File: config.mk
export PLATFORM = sky130hd
export DESIGN_NAME = irp_regs
export DESIGN_NICKNAME = d
export VERILOG_FILES = /design/src/irp_pkg.sv /design/src/irp_regs.sv /design/src/irp_down_counter.sv /design/src/irp_aux_ram.sv
export SDC_FILE = /design/constraint.sdc
export NUM_CORES = 2
export LEC_CHECK = 0
export BUFFER_PORTS_ARGS = -buffer_cell sky130_fd_sc_hd__buf_2
export CORE_ASPECT_RATIO = 1.4
export CORE_UTILIZATION = 34
export CTS_CLUSTER_SIZE = 24
export DETAILED_ROUTE_END_ITERATION = 16
export PLACE_DENSITY = 0.5
export SLEW_MARGIN = 20
export SYNTH_ARGS = -nofsm -noshare
export SYNTH_HDL_FRONTEND = slang
export SYNTH_SLANG_ARGS = --single-unit
File: constraint.sdc
create_clock -name clock -period 3.8 [get_ports clock]
set_input_delay 0 -clock clock [delete_from_list [all_inputs] [get_ports clock]]
set_output_delay 0 -clock clock [all_outputs]
set_load 0.01 [all_outputs]
File: src/irp_pkg.sv
// shared constants for the ir, port function and timer control register bank
package irp_pkg;

  // register indices; byte address is four times the index
  localparam logic [7:0] IDX_P5DIR = 8'h05;
  localparam logic [7:0] IDX_P6DIR = 8'h06;
  localparam logic [7:0] IDX_P7DIR = 8'h07;
  localparam logic [7:0] IDX_P8DIR = 8'h08;
  localparam logic [7:0] IDX_RAMIX = 8'h09;
  localparam logic [7:0] IDX_RAMDT = 8'h0a;
  localparam logic [7:0] IDX_C1PRE = 8'h0b;
  localparam logic [7:0] IDX_C2PRE = 8'h0c;
  localparam logic [7:0] IDX_IRCTL = 8'h0e;
  localparam logic [7:0] IDX_FLAGS = 8'h0f;
  localparam logic [7:0] IDX_CNTEN = 8'h10;
  localparam logic [7:0] IDX_CSCAL = 8'h11;
  localparam logic [7:0] IDX_PSCAL = 8'h12;
  localparam logic [7:0] IDX_HPPRE = 8'h13;
  localparam logic [7:0] IDX_LPPRE = 8'h14;

  // ir and pin function control fields
  localparam int IRC_INFRARED_ENABLE = 7;
  localparam int IRC_CARRIER_MODE    = 6;
  localparam int IRC_LOW_PULSE_ONLY  = 5;
  localparam int IRC_IR_PIN_SEL      = 3;
  localparam int IRC_TIMER_IN_SEL    = 2;
  localparam int IRC_EXT_IRQ1_SEL    = 1;
  localparam int IRC_EXT_IRQ0_SEL    = 0;
  localparam logic [7:0] IRC_WR_MASK = 8'hef;

  // interrupt flag positions
  localparam int FLG_PORT_CHANGE = 7;
  localparam int FLG_LOW_PULSE   = 6;
  localparam int FLG_HIGH_PULSE  = 5;
  localparam int FLG_COUNTER_TWO = 4;
  localparam int FLG_COUNTER_ONE = 3;
  localparam int FLG_EXT_IRQ1    = 2;
  localparam int FLG_EXT_IRQ0    = 1;
  localparam int FLG_TIMER_OVF   = 0;

  // port 5 control: direction in 7..4, segment selects in 3..0
  localparam int P5_DIR_LSB  = 4;
  localparam int P5_P8H_SEG  = 3;
  localparam int P5_P8L_SEG  = 2;
  localparam int P5_P7H_SEG  = 1;
  localparam int P5_P7L_SEG  = 0;

  // port 5 upper pins, numbered from pin 4
  localparam int PIN_IR      = 3;
  localparam int PIN_TIMER   = 2;
  localparam int PIN_IRQ1    = 1;
  localparam int PIN_IRQ0    = 0;

  // counter enable and prescale fields
  localparam int CEN_COUNTER_ONE = 0;
  localparam int CEN_COUNTER_TWO = 1;
  localparam int CEN_HIGH_PULSE  = 2;
  localparam int CEN_LOW_PULSE   = 3;
  localparam int CSC_ONE_LSB     = 0;
  localparam int CSC_TWO_LSB     = 4;

  localparam logic [7:0] RAM_INDEX_MASK = 8'h7f;
  localparam logic [7:0] RST_DIR        = 8'hff;
  localparam logic [7:0] RST_CTL        = 8'h00;

  typedef enum logic {
    IRP_LOW  = 1'b0,
    IRP_HIGH = 1'b1
  } irp_phase_e;

endpackage

File: src/irp_regs.sv
// control and status register bank: ir generator, port functions, flags, counters
//
// Function
// - infrared enable off stops generator; ir pin then follows port-5 direction bit 7.
// - carrier mode off: plain high/low pulse output, counter 2 runs independently.
// - carrier mode on: low sections of the pulse carry the counter 2 carrier.
// - low-pulse-only mode ignores the high-pulse timer; low timer sets the waveform.
// - ir pin select makes pin 7 the ir output; software clears direction bit 7.
// - timer input select routes pin 6 to the timer; software sets direction bit 6.
// - ext irq 1 select uses pin 5 as interrupt input; software sets direction bit 5.
// - ext irq 0 select uses pin 4 as interrupt input; software sets direction bit 4.
// - each status bit is set by hardware when its interrupt source fires.
// - port-change flag sets when any port 6 or port 8 input changes.
// - pulse timer and counter flags set when their down-counter underflows.
// - timer-counter flag sets whenever the timer-counter overflows.
// - port-5 direction bits 7..4: 0 drives the pin, 1 makes it input.
// - bits 3 and 2 swap port 8 nibbles for lcd segments 28..31 and 24..27.
// - bits 1 and 0 swap port 7 nibbles for lcd segments 20..23 and 16..19.
// - port 6, 7, 8 direction bits: 0 drives the pin, 1 makes it input.
// - aux ram index is 7 bits; bit 7 always reads zero.
// - aux ram data register reads or writes the byte at the index.
// - counter 1 preset is readable, writable and reloaded after each underflow.
// - counter 2 preset is readable, writable and reloaded after each underflow.
// - carrier toggles on each counter 2 underflow, giving clock/(2*(preset+1)*scale).
// - pulse lengths are scale times (preset plus one) timer clocks.
// - each counter and pulse timer counts only while its enable bit is set.
//
// Local design decision: the AHB-Lite interface to the registers.
`timescale 1ns/100ps
module irp_regs (
  input  wire logic        clock,
  input  wire logic        rst_b,
  input  wire logic        hsel,
  input  wire logic [31:0] haddr,
  input  wire logic [1:0]  htrans,
  input  wire logic        hwrite,
  input  wire logic [2:0]  hsize,
  input  wire logic [31:0] hwdata,
  input  wire logic        hready,
  output logic      [31:0] hrdata,
  output logic             hreadyout,
  output logic             hresp,
  input  wire logic [3:0]  p5In,
  input  wire logic [3:0]  p5OutData,
  output logic      [3:0]  p5Out,
  output logic      [3:0]  p5Oe,
  input  wire logic [7:0]  p6In,
  input  wire logic [7:0]  p6OutData,
  output logic      [7:0]  p6Out,
  output logic      [7:0]  p6Oe,
  input  wire logic [7:0]  p7In,
  input  wire logic [7:0]  p7OutData,
  output logic      [7:0]  p7Out,
  output logic      [7:0]  p7Oe,
  input  wire logic [7:0]  p8In,
  input  wire logic [7:0]  p8OutData,
  output logic      [7:0]  p8Out,
  output logic      [7:0]  p8Oe,
  input  wire logic [15:0] lcdSeg,
  input  wire logic        tcOverflow,
  output logic             timerExtIn,
  output logic      [7:0] irqFlags
);
  import irp_pkg::*;

  logic [7:0] p5dir_reg;
  logic [7:0] p6dir_reg;
  logic [7:0] p7dir_reg;
  logic [7:0] p8dir_reg;
  logic [7:0] ramIx_reg;
  logic [7:0] c1pre_reg;
  logic [7:0] c2pre_reg;
  logic [7:0] irctl_reg;
  logic [7:0] cnten_reg;
  logic [7:0] cscal_reg;
  logic [7:0] pscal_reg;
  logic [7:0] hppre_reg;
  logic [7:0] lppre_reg;
  logic [7:0] flags_next;
  logic [7:0] rdMux;
  logic [7:0] ramRd;
  logic [7:0] wIdx_reg;
  logic       wPend_reg;
  logic [7:0] aIdx;
  logic       aMapped;
  logic       take;
  logic       wrEv;
  logic [7:0] wb;
  logic [7:0] p5Prev_reg;
  logic [7:0] p6Prev_reg;
  logic [7:0] p8Prev_reg;
  logic       carrier_reg;
  irp_phase_e phase_reg;
  logic       c1Uf;
  logic       c2Uf;
  logic       hpUf;
  logic       lpUf;
  logic       irOn;
  logic       lowOnly;
  logic       hpRun;
  logic       lpRun;
  logic       irWave;
  logic       portChange;
  logic       irq0Edge;
  logic       irq1Edge;
  logic [7:0] setVec;
  logic [7:0] clrVec;

  // ---------------- bus slave ----------------
  assign take    = hsel & htrans[1] & hready;
  assign aIdx    = haddr[9:2];
  assign aMapped = (haddr[31:10] == 22'h0);
  assign wrEv    = wPend_reg;
  assign wb      = hwdata[7:0];

  always_ff @(posedge clock) begin
    if (!rst_b) begin
      wPend_reg <= 1'b0;
      wIdx_reg  <= 8'h00;
    end else if (hready) begin
      // unmapped writes are dropped here: no write event is raised
      wPend_reg <= take & hwrite & aMapped;
      wIdx_reg  <= aIdx;
    end
  end

  always_comb begin
    if (!aMapped) begin
      rdMux = 8'h00;
    end else if (aIdx == IDX_P5DIR) begin
      rdMux = p5dir_reg;
    end else if (aIdx == IDX_P6DIR) begin
      rdMux = p6dir_reg;
    end else if (aIdx == IDX_P7DIR) begin
      rdMux = p7dir_reg;
    end else if (aIdx == IDX_P8DIR) begin
      rdMux = p8dir_reg;
    end else if (aIdx == IDX_RAMIX) begin
      rdMux = ramIx_reg & RAM_INDEX_MASK;
    end else if (aIdx == IDX_RAMDT) begin
      rdMux = ramRd;
    end else if (aIdx == IDX_C1PRE) begin
      rdMux = c1pre_reg;
    end else if (aIdx == IDX_C2PRE) begin
      rdMux = c2pre_reg;
    end else if (aIdx == IDX_IRCTL) begin
      rdMux = irctl_reg;
    end else if (aIdx == IDX_FLAGS) begin
      rdMux = irqFlags;
    end else if (aIdx == IDX_CNTEN) begin
      rdMux = cnten_reg;
    end else if (aIdx == IDX_CSCAL) begin
      rdMux = cscal_reg;
    end else if (aIdx == IDX_PSCAL) begin
      rdMux = pscal_reg;
    end else if (aIdx == IDX_HPPRE) begin
      rdMux = hppre_reg;
    end else if (aIdx == IDX_LPPRE) begin
      rdMux = lppre_reg;
    end else begin
      rdMux = 8'h00;
    end
  end

  // read data is sampled in the address phase; zero wait states
  always_ff @(posedge clock) begin
    if (!rst_b) begin
      hrdata    <= 32'h0;
      hreadyout <= 1'b1;
      hresp     <= 1'b0;
    end else begin
      hreadyout <= 1'b1;
      hresp     <= 1'b0;
      if (take && !hwrite) begin
        hrdata <= {24'h0, rdMux};
      end
    end
  end

  // ---------------- control registers ----------------
  always_ff @(posedge clock) begin
    if (!rst_b) begin
      p5dir_reg <= RST_DIR;
      p6dir_reg <= RST_DIR;
      p7dir_reg <= RST_DIR;
      p8dir_reg <= RST_DIR;
    end else if (wrEv) begin
      if (wIdx_reg == IDX_P5DIR) begin
        p5dir_reg <= wb;
      end else if (wIdx_reg == IDX_P6DIR) begin
        p6dir_reg <= wb;
      end else if (wIdx_reg == IDX_P7DIR) begin
        p7dir_reg <= wb;
      end else if (wIdx_reg == IDX_P8DIR) begin
        p8dir_reg <= wb;
      end
    end
  end

  always_ff @(posedge clock) begin
    if (!rst_b) begin
      irctl_reg <= RST_CTL;
      ramIx_reg <= RST_CTL;
      cnten_reg <= RST_CTL;
      cscal_reg <= RST_CTL;
      pscal_reg <= RST_CTL;
    end else if (wrEv) begin
      if (wIdx_reg == IDX_IRCTL) begin
        irctl_reg <= wb & IRC_WR_MASK;
      end else if (wIdx_reg == IDX_RAMIX) begin
        ramIx_reg <= wb & RAM_INDEX_MASK;
      end else if (wIdx_reg == IDX_CNTEN) begin
        cnten_reg <= wb;
      end else if (wIdx_reg == IDX_CSCAL) begin
        cscal_reg <= wb;
      end else if (wIdx_reg == IDX_PSCAL) begin
        pscal_reg <= wb;
      end
    end
  end

  // presets only feed the reload, so running counts are untouched
  always_ff @(posedge clock) begin
    if (!rst_b) begin
      c1pre_reg <= RST_CTL;
      c2pre_reg <= RST_CTL;
      hppre_reg <= RST_CTL;
      lppre_reg <= RST_CTL;
    end else if (wrEv) begin
      if (wIdx_reg == IDX_C1PRE) begin
        c1pre_reg <= wb;
      end else if (wIdx_reg == IDX_C2PRE) begin
        c2pre_reg <= wb;
      end else if (wIdx_reg == IDX_HPPRE) begin
        hppre_reg <= wb;
      end else if (wIdx_reg == IDX_LPPRE) begin
        lppre_reg <= wb;
      end
    end
  end

  irp_aux_ram #(
    .AW (7),
    .DW (8)
  ) u_ram (
    .clock  (clock),
    .wrEn   (wrEv && (wIdx_reg == IDX_RAMDT)),
    .index  (ramIx_reg[6:0]),
    .wrData (wb),
    .rdData (ramRd)
  );

  // ---------------- counters and pulse timers ----------------
  assign irOn    = irctl_reg[IRC_INFRARED_ENABLE];
  assign lowOnly = irctl_reg[IRC_LOW_PULSE_ONLY];
  assign hpRun   = cnten_reg[CEN_HIGH_PULSE] & irOn & (phase_reg == IRP_HIGH) & ~lowOnly;
  assign lpRun   = cnten_reg[CEN_LOW_PULSE] & irOn & ((phase_reg == IRP_LOW) | lowOnly);

  irp_down_counter #(.W(8), .PW(8)) u_c1 (
    .clock     (clock),
    .rst_b     (rst_b),
    .enable    (cnten_reg[CEN_COUNTER_ONE]),
    .scaleSel  (cscal_reg[CSC_ONE_LSB +: 3]),
    .preset    (c1pre_reg),
    .underflow (c1Uf)
  );

  // counter 2 always runs on its enable; carrier use is layered on top
  irp_down_counter #(.W(8), .PW(8)) u_c2 (
    .clock     (clock),
    .rst_b     (rst_b),
    .enable    (cnten_reg[CEN_COUNTER_TWO]),
    .scaleSel  (cscal_reg[CSC_TWO_LSB +: 3]),
    .preset    (c2pre_reg),
    .underflow (c2Uf)
  );

  irp_down_counter #(.W(8), .PW(8)) u_hp (
    .clock     (clock),
    .rst_b     (rst_b),
    .enable    (hpRun),
    .scaleSel  (pscal_reg[2:0]),
    .preset    (hppre_reg),
    .underflow (hpUf)
  );

  irp_down_counter #(.W(8), .PW(8)) u_lp (
    .clock     (clock),
    .rst_b     (rst_b),
    .enable    (lpRun),
    .scaleSel  (pscal_reg[2:0]),
    .preset    (lppre_reg),
    .underflow (lpUf)
  );

  // ---------------- ir waveform ----------------
  always_ff @(posedge clock) begin
    if (!rst_b) begin
      phase_reg <= IRP_HIGH;
    end else if (!irOn) begin
      phase_reg <= IRP_HIGH;
    end else if (lowOnly) begin
      if (lpUf) begin
        phase_reg <= (phase_reg == IRP_HIGH) ? IRP_LOW : IRP_HIGH;
      end
    end else begin
      case (phase_reg)
        IRP_HIGH: begin
          if (hpUf) begin
            phase_reg <= IRP_LOW;
          end
        end
        IRP_LOW: begin
          if (lpUf) begin
            phase_reg <= IRP_HIGH;
          end
        end
        default: begin
          phase_reg <= IRP_HIGH;
        end
      endcase
    end
  end

  // half a carrier period per underflow, hence the factor of two
  always_ff @(posedge clock) begin
    if (!rst_b) begin
      carrier_reg <= 1'b0;
    end else if (!(irOn && irctl_reg[IRC_CARRIER_MODE])) begin
      carrier_reg <= 1'b0;
    end else if (c2Uf) begin
      carrier_reg <= ~carrier_reg;
    end
  end

  assign irWave = (phase_reg == IRP_HIGH) |
                  (irctl_reg[IRC_CARRIER_MODE] & carrier_reg);

  // ---------------- pins ----------------
  always_ff @(posedge clock) begin
    if (!rst_b) begin
      p5Out      <= 4'h0;
      p5Oe       <= 4'h0;
      timerExtIn <= 1'b0;
    end else begin
      for (int i = 0; i < 4; i++) begin
        p5Out[i] <= p5OutData[i];
        p5Oe[i]  <= ~p5dir_reg[P5_DIR_LSB + i];
      end
      if (irctl_reg[IRC_IR_PIN_SEL] && irOn) begin
        p5Out[PIN_IR] <= irWave;
        p5Oe[PIN_IR]  <= 1'b1;
      end
      timerExtIn <= irctl_reg[IRC_TIMER_IN_SEL] & p5In[PIN_TIMER];
    end
  end

  always_ff @(posedge clock) begin
    if (!rst_b) begin
      p6Out <= 8'h00;
      p6Oe  <= 8'h00;
    end else begin
      p6Out <= p6OutData;
      p6Oe  <= ~p6dir_reg;
    end
  end

  // a segment nibble overrides direction and drives the lcd level
  always_ff @(posedge clock) begin
    if (!rst_b) begin
      p7Out <= 8'h00;
      p7Oe  <= 8'h00;
      p8Out <= 8'h00;
      p8Oe  <= 8'h00;
    end else begin
      p7Out[3:0] <= p5dir_reg[P5_P7L_SEG] ? lcdSeg[3:0] : p7OutData[3:0];
      p7Out[7:4] <= p5dir_reg[P5_P7H_SEG] ? lcdSeg[7:4] : p7OutData[7:4];
      p8Out[3:0] <= p5dir_reg[P5_P8L_SEG] ? lcdSeg[11:8] : p8OutData[3:0];
      p8Out[7:4] <= p5dir_reg[P5_P8H_SEG] ? lcdSeg[15:12] : p8OutData[7:4];
      p7Oe[3:0]  <= p5dir_reg[P5_P7L_SEG] ? 4'hf : ~p7dir_reg[3:0];
      p7Oe[7:4]  <= p5dir_reg[P5_P7H_SEG] ? 4'hf : ~p7dir_reg[7:4];
      p8Oe[3:0]  <= p5dir_reg[P5_P8L_SEG] ? 4'hf : ~p8dir_reg[3:0];
      p8Oe[7:4]  <= p5dir_reg[P5_P8H_SEG] ? 4'hf : ~p8dir_reg[7:4];
    end
  end

  // ---------------- interrupt flags ----------------
  always_ff @(posedge clock) begin
    if (!rst_b) begin
      p5Prev_reg <= {p5In, 4'h0};
      p6Prev_reg <= p6In;
      p8Prev_reg <= p8In;
    end else begin
      p5Prev_reg <= {p5In, 4'h0};
      p6Prev_reg <= p6In;
      p8Prev_reg <= p8In;
    end
  end

  // only pins with direction bit 1 count; a port 8 segment nibble is driven yet still flags if those bits are 1
  assign portChange = |((p6In ^ p6Prev_reg) & p6dir_reg) |
                      |((p8In ^ p8Prev_reg) & p8dir_reg);
  // rising edge only; edge choice lives outside this bank
  assign irq0Edge = irctl_reg[IRC_EXT_IRQ0_SEL] & p5In[PIN_IRQ0] &
                    ~p5Prev_reg[P5_DIR_LSB + PIN_IRQ0];
  assign irq1Edge = irctl_reg[IRC_EXT_IRQ1_SEL] & p5In[PIN_IRQ1] &
                    ~p5Prev_reg[P5_DIR_LSB + PIN_IRQ1];

  always_comb begin
    setVec = 8'h00;
    setVec[FLG_PORT_CHANGE] = portChange;
    setVec[FLG_LOW_PULSE]   = lpUf;
    setVec[FLG_HIGH_PULSE]  = hpUf;
    setVec[FLG_COUNTER_TWO] = c2Uf;
    setVec[FLG_COUNTER_ONE] = c1Uf;
    setVec[FLG_EXT_IRQ1]    = irq1Edge;
    setVec[FLG_EXT_IRQ0]    = irq0Edge;
    setVec[FLG_TIMER_OVF]   = tcOverflow;
    clrVec = (wrEv && (wIdx_reg == IDX_FLAGS)) ? ~wb : 8'h00;
    flags_next = (irqFlags & ~clrVec) | setVec;
  end

  always_ff @(posedge clock) begin
    if (!rst_b) begin
      irqFlags <= RST_CTL;
    end else begin
      irqFlags <= flags_next;
    end
  end

endmodule

File: src/irp_down_counter.sv
// auto-reload 8-bit down-counter behind a power-of-two prescaler
`timescale 1ns/100ps
module irp_down_counter #(
  parameter int W  = 8,
  parameter int PW = 8
) (
  input  wire logic         clock,
  input  wire logic         rst_b,
  input  wire logic         enable,
  input  wire logic [2:0]   scaleSel,
  input  wire logic [W-1:0] preset,
  output logic              underflow
);
  import irp_pkg::*;

  logic [PW-1:0] pre_reg;
  logic [W-1:0]  cnt_reg;
  logic [PW:0]   limWide;
  logic [PW-1:0] lim;
  logic          tick;

  // ratio is 2 << sel, so sel 7 gives 1:256
  // shift amount kept one bit wider so sel 7 does not wrap to a zero shift
  assign limWide = ({{PW{1'b0}}, 1'b1} << ({1'b0, scaleSel} + 4'h1)) - {{PW{1'b0}}, 1'b1};
  assign lim     = limWide[PW-1:0];
  assign tick    = (pre_reg == lim);

  always_ff @(posedge clock) begin
    if (!rst_b) begin
      pre_reg   <= '0;
      cnt_reg   <= '0;
      underflow <= 1'b0;
    end else begin
      underflow <= 1'b0;
      if (!enable) begin
        // stopped counter restarts from the full preset
        pre_reg <= '0;
        cnt_reg <= preset;
      end else begin
        pre_reg <= tick ? '0 : pre_reg + 1'b1;
        if (tick) begin
          if (cnt_reg == '0) begin
            cnt_reg   <= preset;
            underflow <= 1'b1;
          end else begin
            cnt_reg <= cnt_reg - 1'b1;
          end
        end
      end
    end
  end

endmodule

File: src/irp_aux_ram.sv
// flip-flop byte store reached through an index
`timescale 1ns/100ps
module irp_aux_ram #(
  parameter int AW = 7,
  parameter int DW = 8
) (
  input  wire logic          clock,
  input  wire logic          wrEn,
  input  wire logic [AW-1:0] index,
  input  wire logic [DW-1:0] wrData,
  output logic      [DW-1:0] rdData
);
  import irp_pkg::*;

  logic [DW-1:0] mem [0:(1<<AW)-1];

  // contents are not cleared by reset
  always_ff @(posedge clock) begin
    if (wrEn) begin
      mem[index] <= wrData;
    end
  end

  assign rdData = mem[index];

endmodule

## Word-level counts from Yosys, hierarchy flattened

Memory sizes are Yosys's and may differ from the RTL's. A register that Yosys moved wholly into a read port is not among the register bits.
Cells that the tools add are included.

| word-level totals | value |
|---|---|
| bits in registers | 272 |
| memory bits (writable) | 1,024 |
| input port bits | 147 |
| word-level logic and storage cells | 244 |
| memories kept | 1 |

Memories:

| name | words | bits a word | rd ports | clocked after Yosys merged registers in | write ports | RTL line | RTL |
|---|---|---|---|---|---|---|---|
| u_ram.mem | 128 | 8 | 1 | 1 | 1 | irp_aux_ram.sv:15 | `logic [DW-1:0] mem [0:(1<<AW)-1];` |

| operators by class | value |
|---|---|
| add/sub/neg operators | 14 |
| equality and inequality tests | 39 |
| shifts and indexed selects | 3 |
| muxes and demuxes | 53 |
| bitwise gates (word level) | 55 |
| reductions and logical operators | 36 |

Operator list:

| operator | number |
|---|---|
| $mux W8 | 29 |
| $eq A8 B4 Y1 const B | 14 |
| $eq A8 B5 Y1 const B | 10 |
| $sub A8 B1 Y8 const B | 7 |
| $eq A8 B3 Y1 const B | 6 |
| $add A8 B1 Y8 const B | 4 |
| $eq A8 B8 Y1 | 4 |
| $logic_not A8 Y1 | 4 |
| $mux W4 | 8 |
| $and A8 B8 Y8 | 3 |
| $not A1 Y1 | 24 |
| $not A8 Y8 | 3 |
| $shl A1 B4 Y8 const A | 3 |
| $logic_not A22 Y1 | 1 |
| $reduce_and A3 Y1 | 7 |
| $not A4 Y4 | 4 |
| $reduce_or A8 Y1 | 2 |
| $xor A8 B8 Y8 | 2 |
| $and A1 B1 Y1 | 15 |
| $reduce_and A5 Y1 | 3 |
| $mux W7 | 2 |
| $mux W1 | 13 |
| $add A3 B1 Y4 const B | 3 |
| $reduce_and A4 Y1 | 3 |
| 10 further kinds | 26 |

## Depth between registers and ports, before layout

| depth | value |
|---|---|
| depth in word-level cells | 17 |
| depth in mapped cells | 15 |
| mapped depth without buffers | 11 |

## Cells and area by module

Synthesis repeated with hierarchy kept, for this count alone.

| second synthesis, totals | value |
|---|---|
| cells, all modules | 4,116 |
| area total of the unflattened synthesis | 54,274.6 um^2 |

By module, submodules not included:

| module | times used | cells an instance | area an instance (um^2) | seq. area each (um^2) |
|---|---|---|---|---|
| irp_aux_ram | 1 | 2,467 | 40,273.6 | 30,749.5 |
| irp_regs | 1 | 974 | 8,619.5 | 4,083.9 |
| irp_down_counter at u_c1 ... | 3 | 169 | 1,346.3 | 340.3 |
| irp_down_counter at u_lp | 1 | 168 | 1,342.5 | 340.3 |

## Least setup slack after synthesis

No wires, ideal clock.

| path | value |
|---|---|
| path type | flip-flop to flip-flop |
| from | reg pscal_reg[1] |
| to | reg u_hp.cnt_reg[1] |
| setup time | 128 ps |
| arrival | 3,220 ps |
| setup slack | 453 ps |
| cell stages (with the launch flop) | 14 |
| period minus slack after synthesis | 3,347 ps |
| cells stage by stage | dfxtp_1 buf_4 buf_2 and2_1 ha_1 inv_1 or3_1 ha_1 xnor2_1 or4_1 o31ai_4 buf_6 mux2i_1 nor2_1 |

| on the way | value |
|---|---|
| cells in the longest elaborated chain, start to end | 5 |

RTL lines:

| element | RTL line | RTL |
|---|---|---|
| start: declaration | irp_regs.sv:76 | `logic [7:0] pscal_reg;` |
| start signal: assignment | irp_regs.sv:217 | `pscal_reg <= wb;` |
| $add A3 B1 Y4 | irp_down_counter.sv:24 | `assign limWide = ({{PW{1'b0}}, 1'b1} << ({1'b0, scaleSel} + 4'h1)) - {{PW{1'b0}}, 1'b1};` |
| $shl A1 B4 Y8 | irp_down_counter.sv:24 |  |
| $sub A8 B1 Y8 | irp_down_counter.sv:24 |  |
| $eq A8 B8 Y1 | irp_down_counter.sv:26 | `assign tick = (pre_reg == lim);` |
| $ne A2 B2 Y1 (no source line) | n/a |  |
| end signal: assignment | irp_down_counter.sv:38 | `cnt_reg <= preset;` |
| end signal: assignment | irp_down_counter.sv:43 | `cnt_reg <= preset;` |
| end signal: assignment | irp_down_counter.sv:46 | `cnt_reg <= cnt_reg - 1'b1;` |
| end: declaration | irp_down_counter.sv:17 | `logic [W-1:0] cnt_reg;` |

Every way passes these cells.
A chain may end at the register's enable or synchronous reset.

## Worst setup path in the final report

| path | value |
|---|---|
| from | in haddr[17] |
| to | reg hrdata[4] |

| on the way | value |
|---|---|
| cells in the longest elaborated chain, start to end | 2 |

RTL lines:

| element | RTL line | RTL |
|---|---|---|
| start: declaration | irp_regs.sv:34 | `input wire logic [31:0] haddr,` |
| $logic_not A22 Y1 | irp_regs.sv:112 | `assign aMapped = (haddr[31:10] == 22'h0);` |
| $mux W8 | irp_regs.sv:128 | `if (!aMapped) begin` |
| end signal: assignment | irp_regs.sv:175 | `hrdata <= {24'h0, rdMux};` |
| end: declaration | irp_regs.sv:40 | `output logic [31:0] hrdata,` |

Every way passes these cells.

==> results.md <==
* Status: completed
* Core Footprint at around 0.15 mm²
* Residual DRC at 0
* Fmax achieved at between 0.2 and 0.3 GHz
* Iter 0 DRT Violations at between 2,000 and 2,500
* Placed instance area at roughly 0.058 mm²
* Grt met3 use at 0.02703
* Flop pwr share at 0.529
* Peak VDD IR at 333.4 µV
* CP max FO at 9
* Postcts setup bufs at 0
* Cell family with most CP delay: buffers and inverters
* Max FFs per register at 1,024
* All-Layer GR Usage at 0.2002
* Clock Path Buffers at 3
* Final WL at approximately 160 mm
* Vias after detailed routing at around 32,000
* CTS root buffer: clkbuf_16
* Antenna violations before repair at 0
* Clk pwr share at 0.446
* Routed Antenna Nets at 0
* Element type at the critical path end: flip-flop
* Reg2reg path depth at 10
* Critical path origin: haddr[17]
* Total power at 0.02909 W
* Layout cells sized above 1 at 0.2352
* Net Sw Power at between 0.006 and 0.007 W
* Slew margin rel. at 0.3142
* H-tree lvl count at 4
* Critical path startpoint category: primary input
* Clk Latency, worst-skew pair at a little under 800 ps
* Post-cts sizing count at 0
* Std-Cell Rows at 171
* Met1 usage at 0.2324
* EDFF count, synth at 1,024
* WP data arrival at about 4100 ps
* Top reg by flops: u_ram.mem
* CP cell instances: dlygate4sd3_1, buf_2, nor2_1, dlygate4sd3_1, nand2_1, dlygate4sd3_1, nor3_1, dlygate4sd3_1, buf_4, o211ai_1, or4_1, o21ai_1
* Final Setup Violations at 0
* Synth Area in XOR/XNOR at 0.008756
* Critical Path RT at around 4500 ps
* Synth cell types at ~90
* Setup slack after layout at between 300 and 400 ps
* First-pass GRT wire length at around 230 mm
* TritonCTS Buffers at between 100 and 150
* Detailed Routing Iterations Pass 1 at 6
* Largest family of logic cells by synthesized area: multiplexers
* Largest stage delay, worst path at between 700 and 800 ps
* Die H at ~470 µm
* Critical path's most frequent cell: dlygate4sd3_1
* Internal power at 0.02291 W
* Crit path to: hrdata[4]
* Final Critical Period at roughly 3400 ps
* Switching share of power at 0.2125
* #FFs+latches synth at 1,303
* Seq/Total Area, Yosys at 0.6854
* Pleak at roughly 21 nW
* Reg clk slew, reported paths at about 60 ps
* GRT overflow at 0
* P&R area growth vs syn at 19.93%
* Top FF cell, synth: edfxtp_1
* Starting Density at 0.3422
* # nets final at 4,055
* CTS tree: yes
* Max-cap violations at 0
* Critical path class: in2reg
* Unrepaired setup endpoints after global routing: false
* DP HPWL at ~100 mm
* Hold Fails Final Rpt at 0
* Compound-Gate Fraction of Synth Area at 0.05336
* Avg Vias per Cell at a little over 5
* Largest net degree at the start of global routing at 98
* Tcrit/Tclk final at 0.8957
* Ant diodes at 0
* Slowest cell on crit path: or4_1
* PortBufs at 180
* R2r setup slk at approximately 430 ps
* Fraction of registers with async set/reset at 0
* Post-CTS Hold Buffers at approximately 170
* Syn_area_per_cell at roughly 16 µm²
* Post-Syn Instances at approximately 3,300
* Final instance area at ~0.064 mm²
* Routed wire per std cell at ~26 µm
* DIE AREA at 0.1575 mm²
* Vias in the first global route at approximately 33,000
* Yosys warns at 0
* Hold WC Path Type: in2reg
* Die width at 335.7 µm
* Worst slew pin tran at between 1000 and 1500 ps
* Top-level port count at approximately 250
* Final setup TNS at 0 ps
* Logic pwr share at 0.025
* Gp weighted congestion at ~0.98
* Bufs and invs on worst path at 6
* Power per cell area at ~460 mW/mm²
* Mapped Area at approximately 0.053 mm²
* Post-Synth Adder-Cell Area at 0.003540
* Mux contribution to synthesized area at 0.1477
* Stages on worst setup path at 12
* Util after Layout at 0.4104
* M2 GR Usage at 0.3638
* GR peak layer: met2
* Clock sink count at roughly 1,300
* Worst r2r dst: hrdata[0]
* Placement Setup Slack at 437.6 ps
* Skew final at around 26 ps
* Simple-gate area share of the yosys netlist at 0.07430
* Slew Viols, Final at 0
==> routing by layer <==
| metal | wire, µm | part of all wire |
|---|---|---|
| met5 | 0 | 0 |
| met2 | 83850 | 0.53 |
| met3 | 6879 | 0.043 |
| met1 | 61010 | 0.39 |
| met4 | 6692 | 0.042 |
==> power groups by stage <==
stage | combinational [W] | clock, W | sequential [W]
detailed placement | 0.000580 | 0 | 0.0157
global placement | 0.000570 | 0 | 0.0157
CTS | 0.000718 | 0.0133 | 0.0154
global route | 0.000773 | 0.0138 | 0.0154
floorplan | 0.000191 | 0 | 0.0157
finish | 0.000719 | 0.0130 | 0.0154
==> worst min path at each step <==
stage	from	endpoint	slack [ps]	depth (start not counted)
2_1_floorplan	p5In[0]	p5Prev_reg[4]	30	0
3_3_place_gp	p5In[1]	p5Prev_reg[5]	120	1
3_5_place_dp	p6In[2]	p6Prev_reg[2]	130	1
4_1_cts	p5In[0]	irqFlags[1]	10	4
5_1_grt	p5In[1]	irqFlags[2]	50	4
6_report	p8OutData[7]	p8Out[7]	60	4
==> cell usage in the layout (no fill, tap or decap), drive strengths merged, types with 8 or more instances in the layout <==
master	synthesis	layout
a31oi	12	12
mux2	11	11
a21oi	123	123
nand2	213	213
dfxtp	279	279
inv	38	46
dlygate4sd3	0	174
edfxtp	1024	1024
nand2b	20	20
o21ai	66	66
nand4	18	18
clkbuf	100	167
and3	24	24
a211oi	18	18
nand3b	13	13
conb	2	26
nor2	330	330
mux2i	162	162
clkinv	0	50
o211ai	16	16
nor4	21	21
and2	23	23
buf	116	440
mux4	269	269
nand3	83	83
xor2	35	35
xnor2	18	18
o221a	8	8
or3	14	14
a211o	8	8
a22oi	31	31
or2	8	8
nor3	25	25
a221oi	25	25
bufinv	0	9
ha	15	15
o22ai	14	14
nor2b	32	32
==> cell type report <==
type,count,area (µm²)
multi-input cells,1804,15350
well taps,2076,2597
clock inverters,71,732.0
inverters,38,145.1
clock buffers,167,3526
flip-flops and latches,1303,36350
fillers,14190,91330
repair buffers,614,4877
==> synthesized netlist by cell type (24+ instances only) <==
master,count,share of area
edfxtp_1,1024,0.58
buf_2,43,0.0041
nand2_1,213,0.015
nand3_1,83,0.0078
o21ai_0,53,0.0050
and3_1,24,0.0028
mux2i_1,162,0.031
nor2_1,329,0.023
clkbuf_1,100,0.0071
xor2_1,35,0.0058
buf_4,41,0.0058
dfxtp_1,279,0.11
mux4_2,262,0.11
a22oi_1,31,0.0044
a21oi_1,123,0.012
nor2b_1,32,0.0038
inv_1,34,0.0024
==> metrics by stage <==
stage,hold WS (ps),cells
final,58.63,6073
after global routing,51.94,6073
after CTS,9.617,6073
after detailed placement,128.6,5661
after global placement,123.1,5661
after floorplan,27.72,3361
==> cell families after synthesis <==
kind of cell / after synthesis
flip-flops: 1303
AND/OR/NAND/NOR: 851
multiplexers: 442
AO/OA/AOI/OAI: 417
buffers and inverters: 254
XOR/XNOR: 53
adder cells (fa/ha/maj): 15
other: 2
==> worst min-delay path, stage by stage <==
cell and delay, ps:
buf_2 100, mux2i_1 60, dlygate4sd3_1 550, nor2_1 80
(Power assumes the default switching activity.)
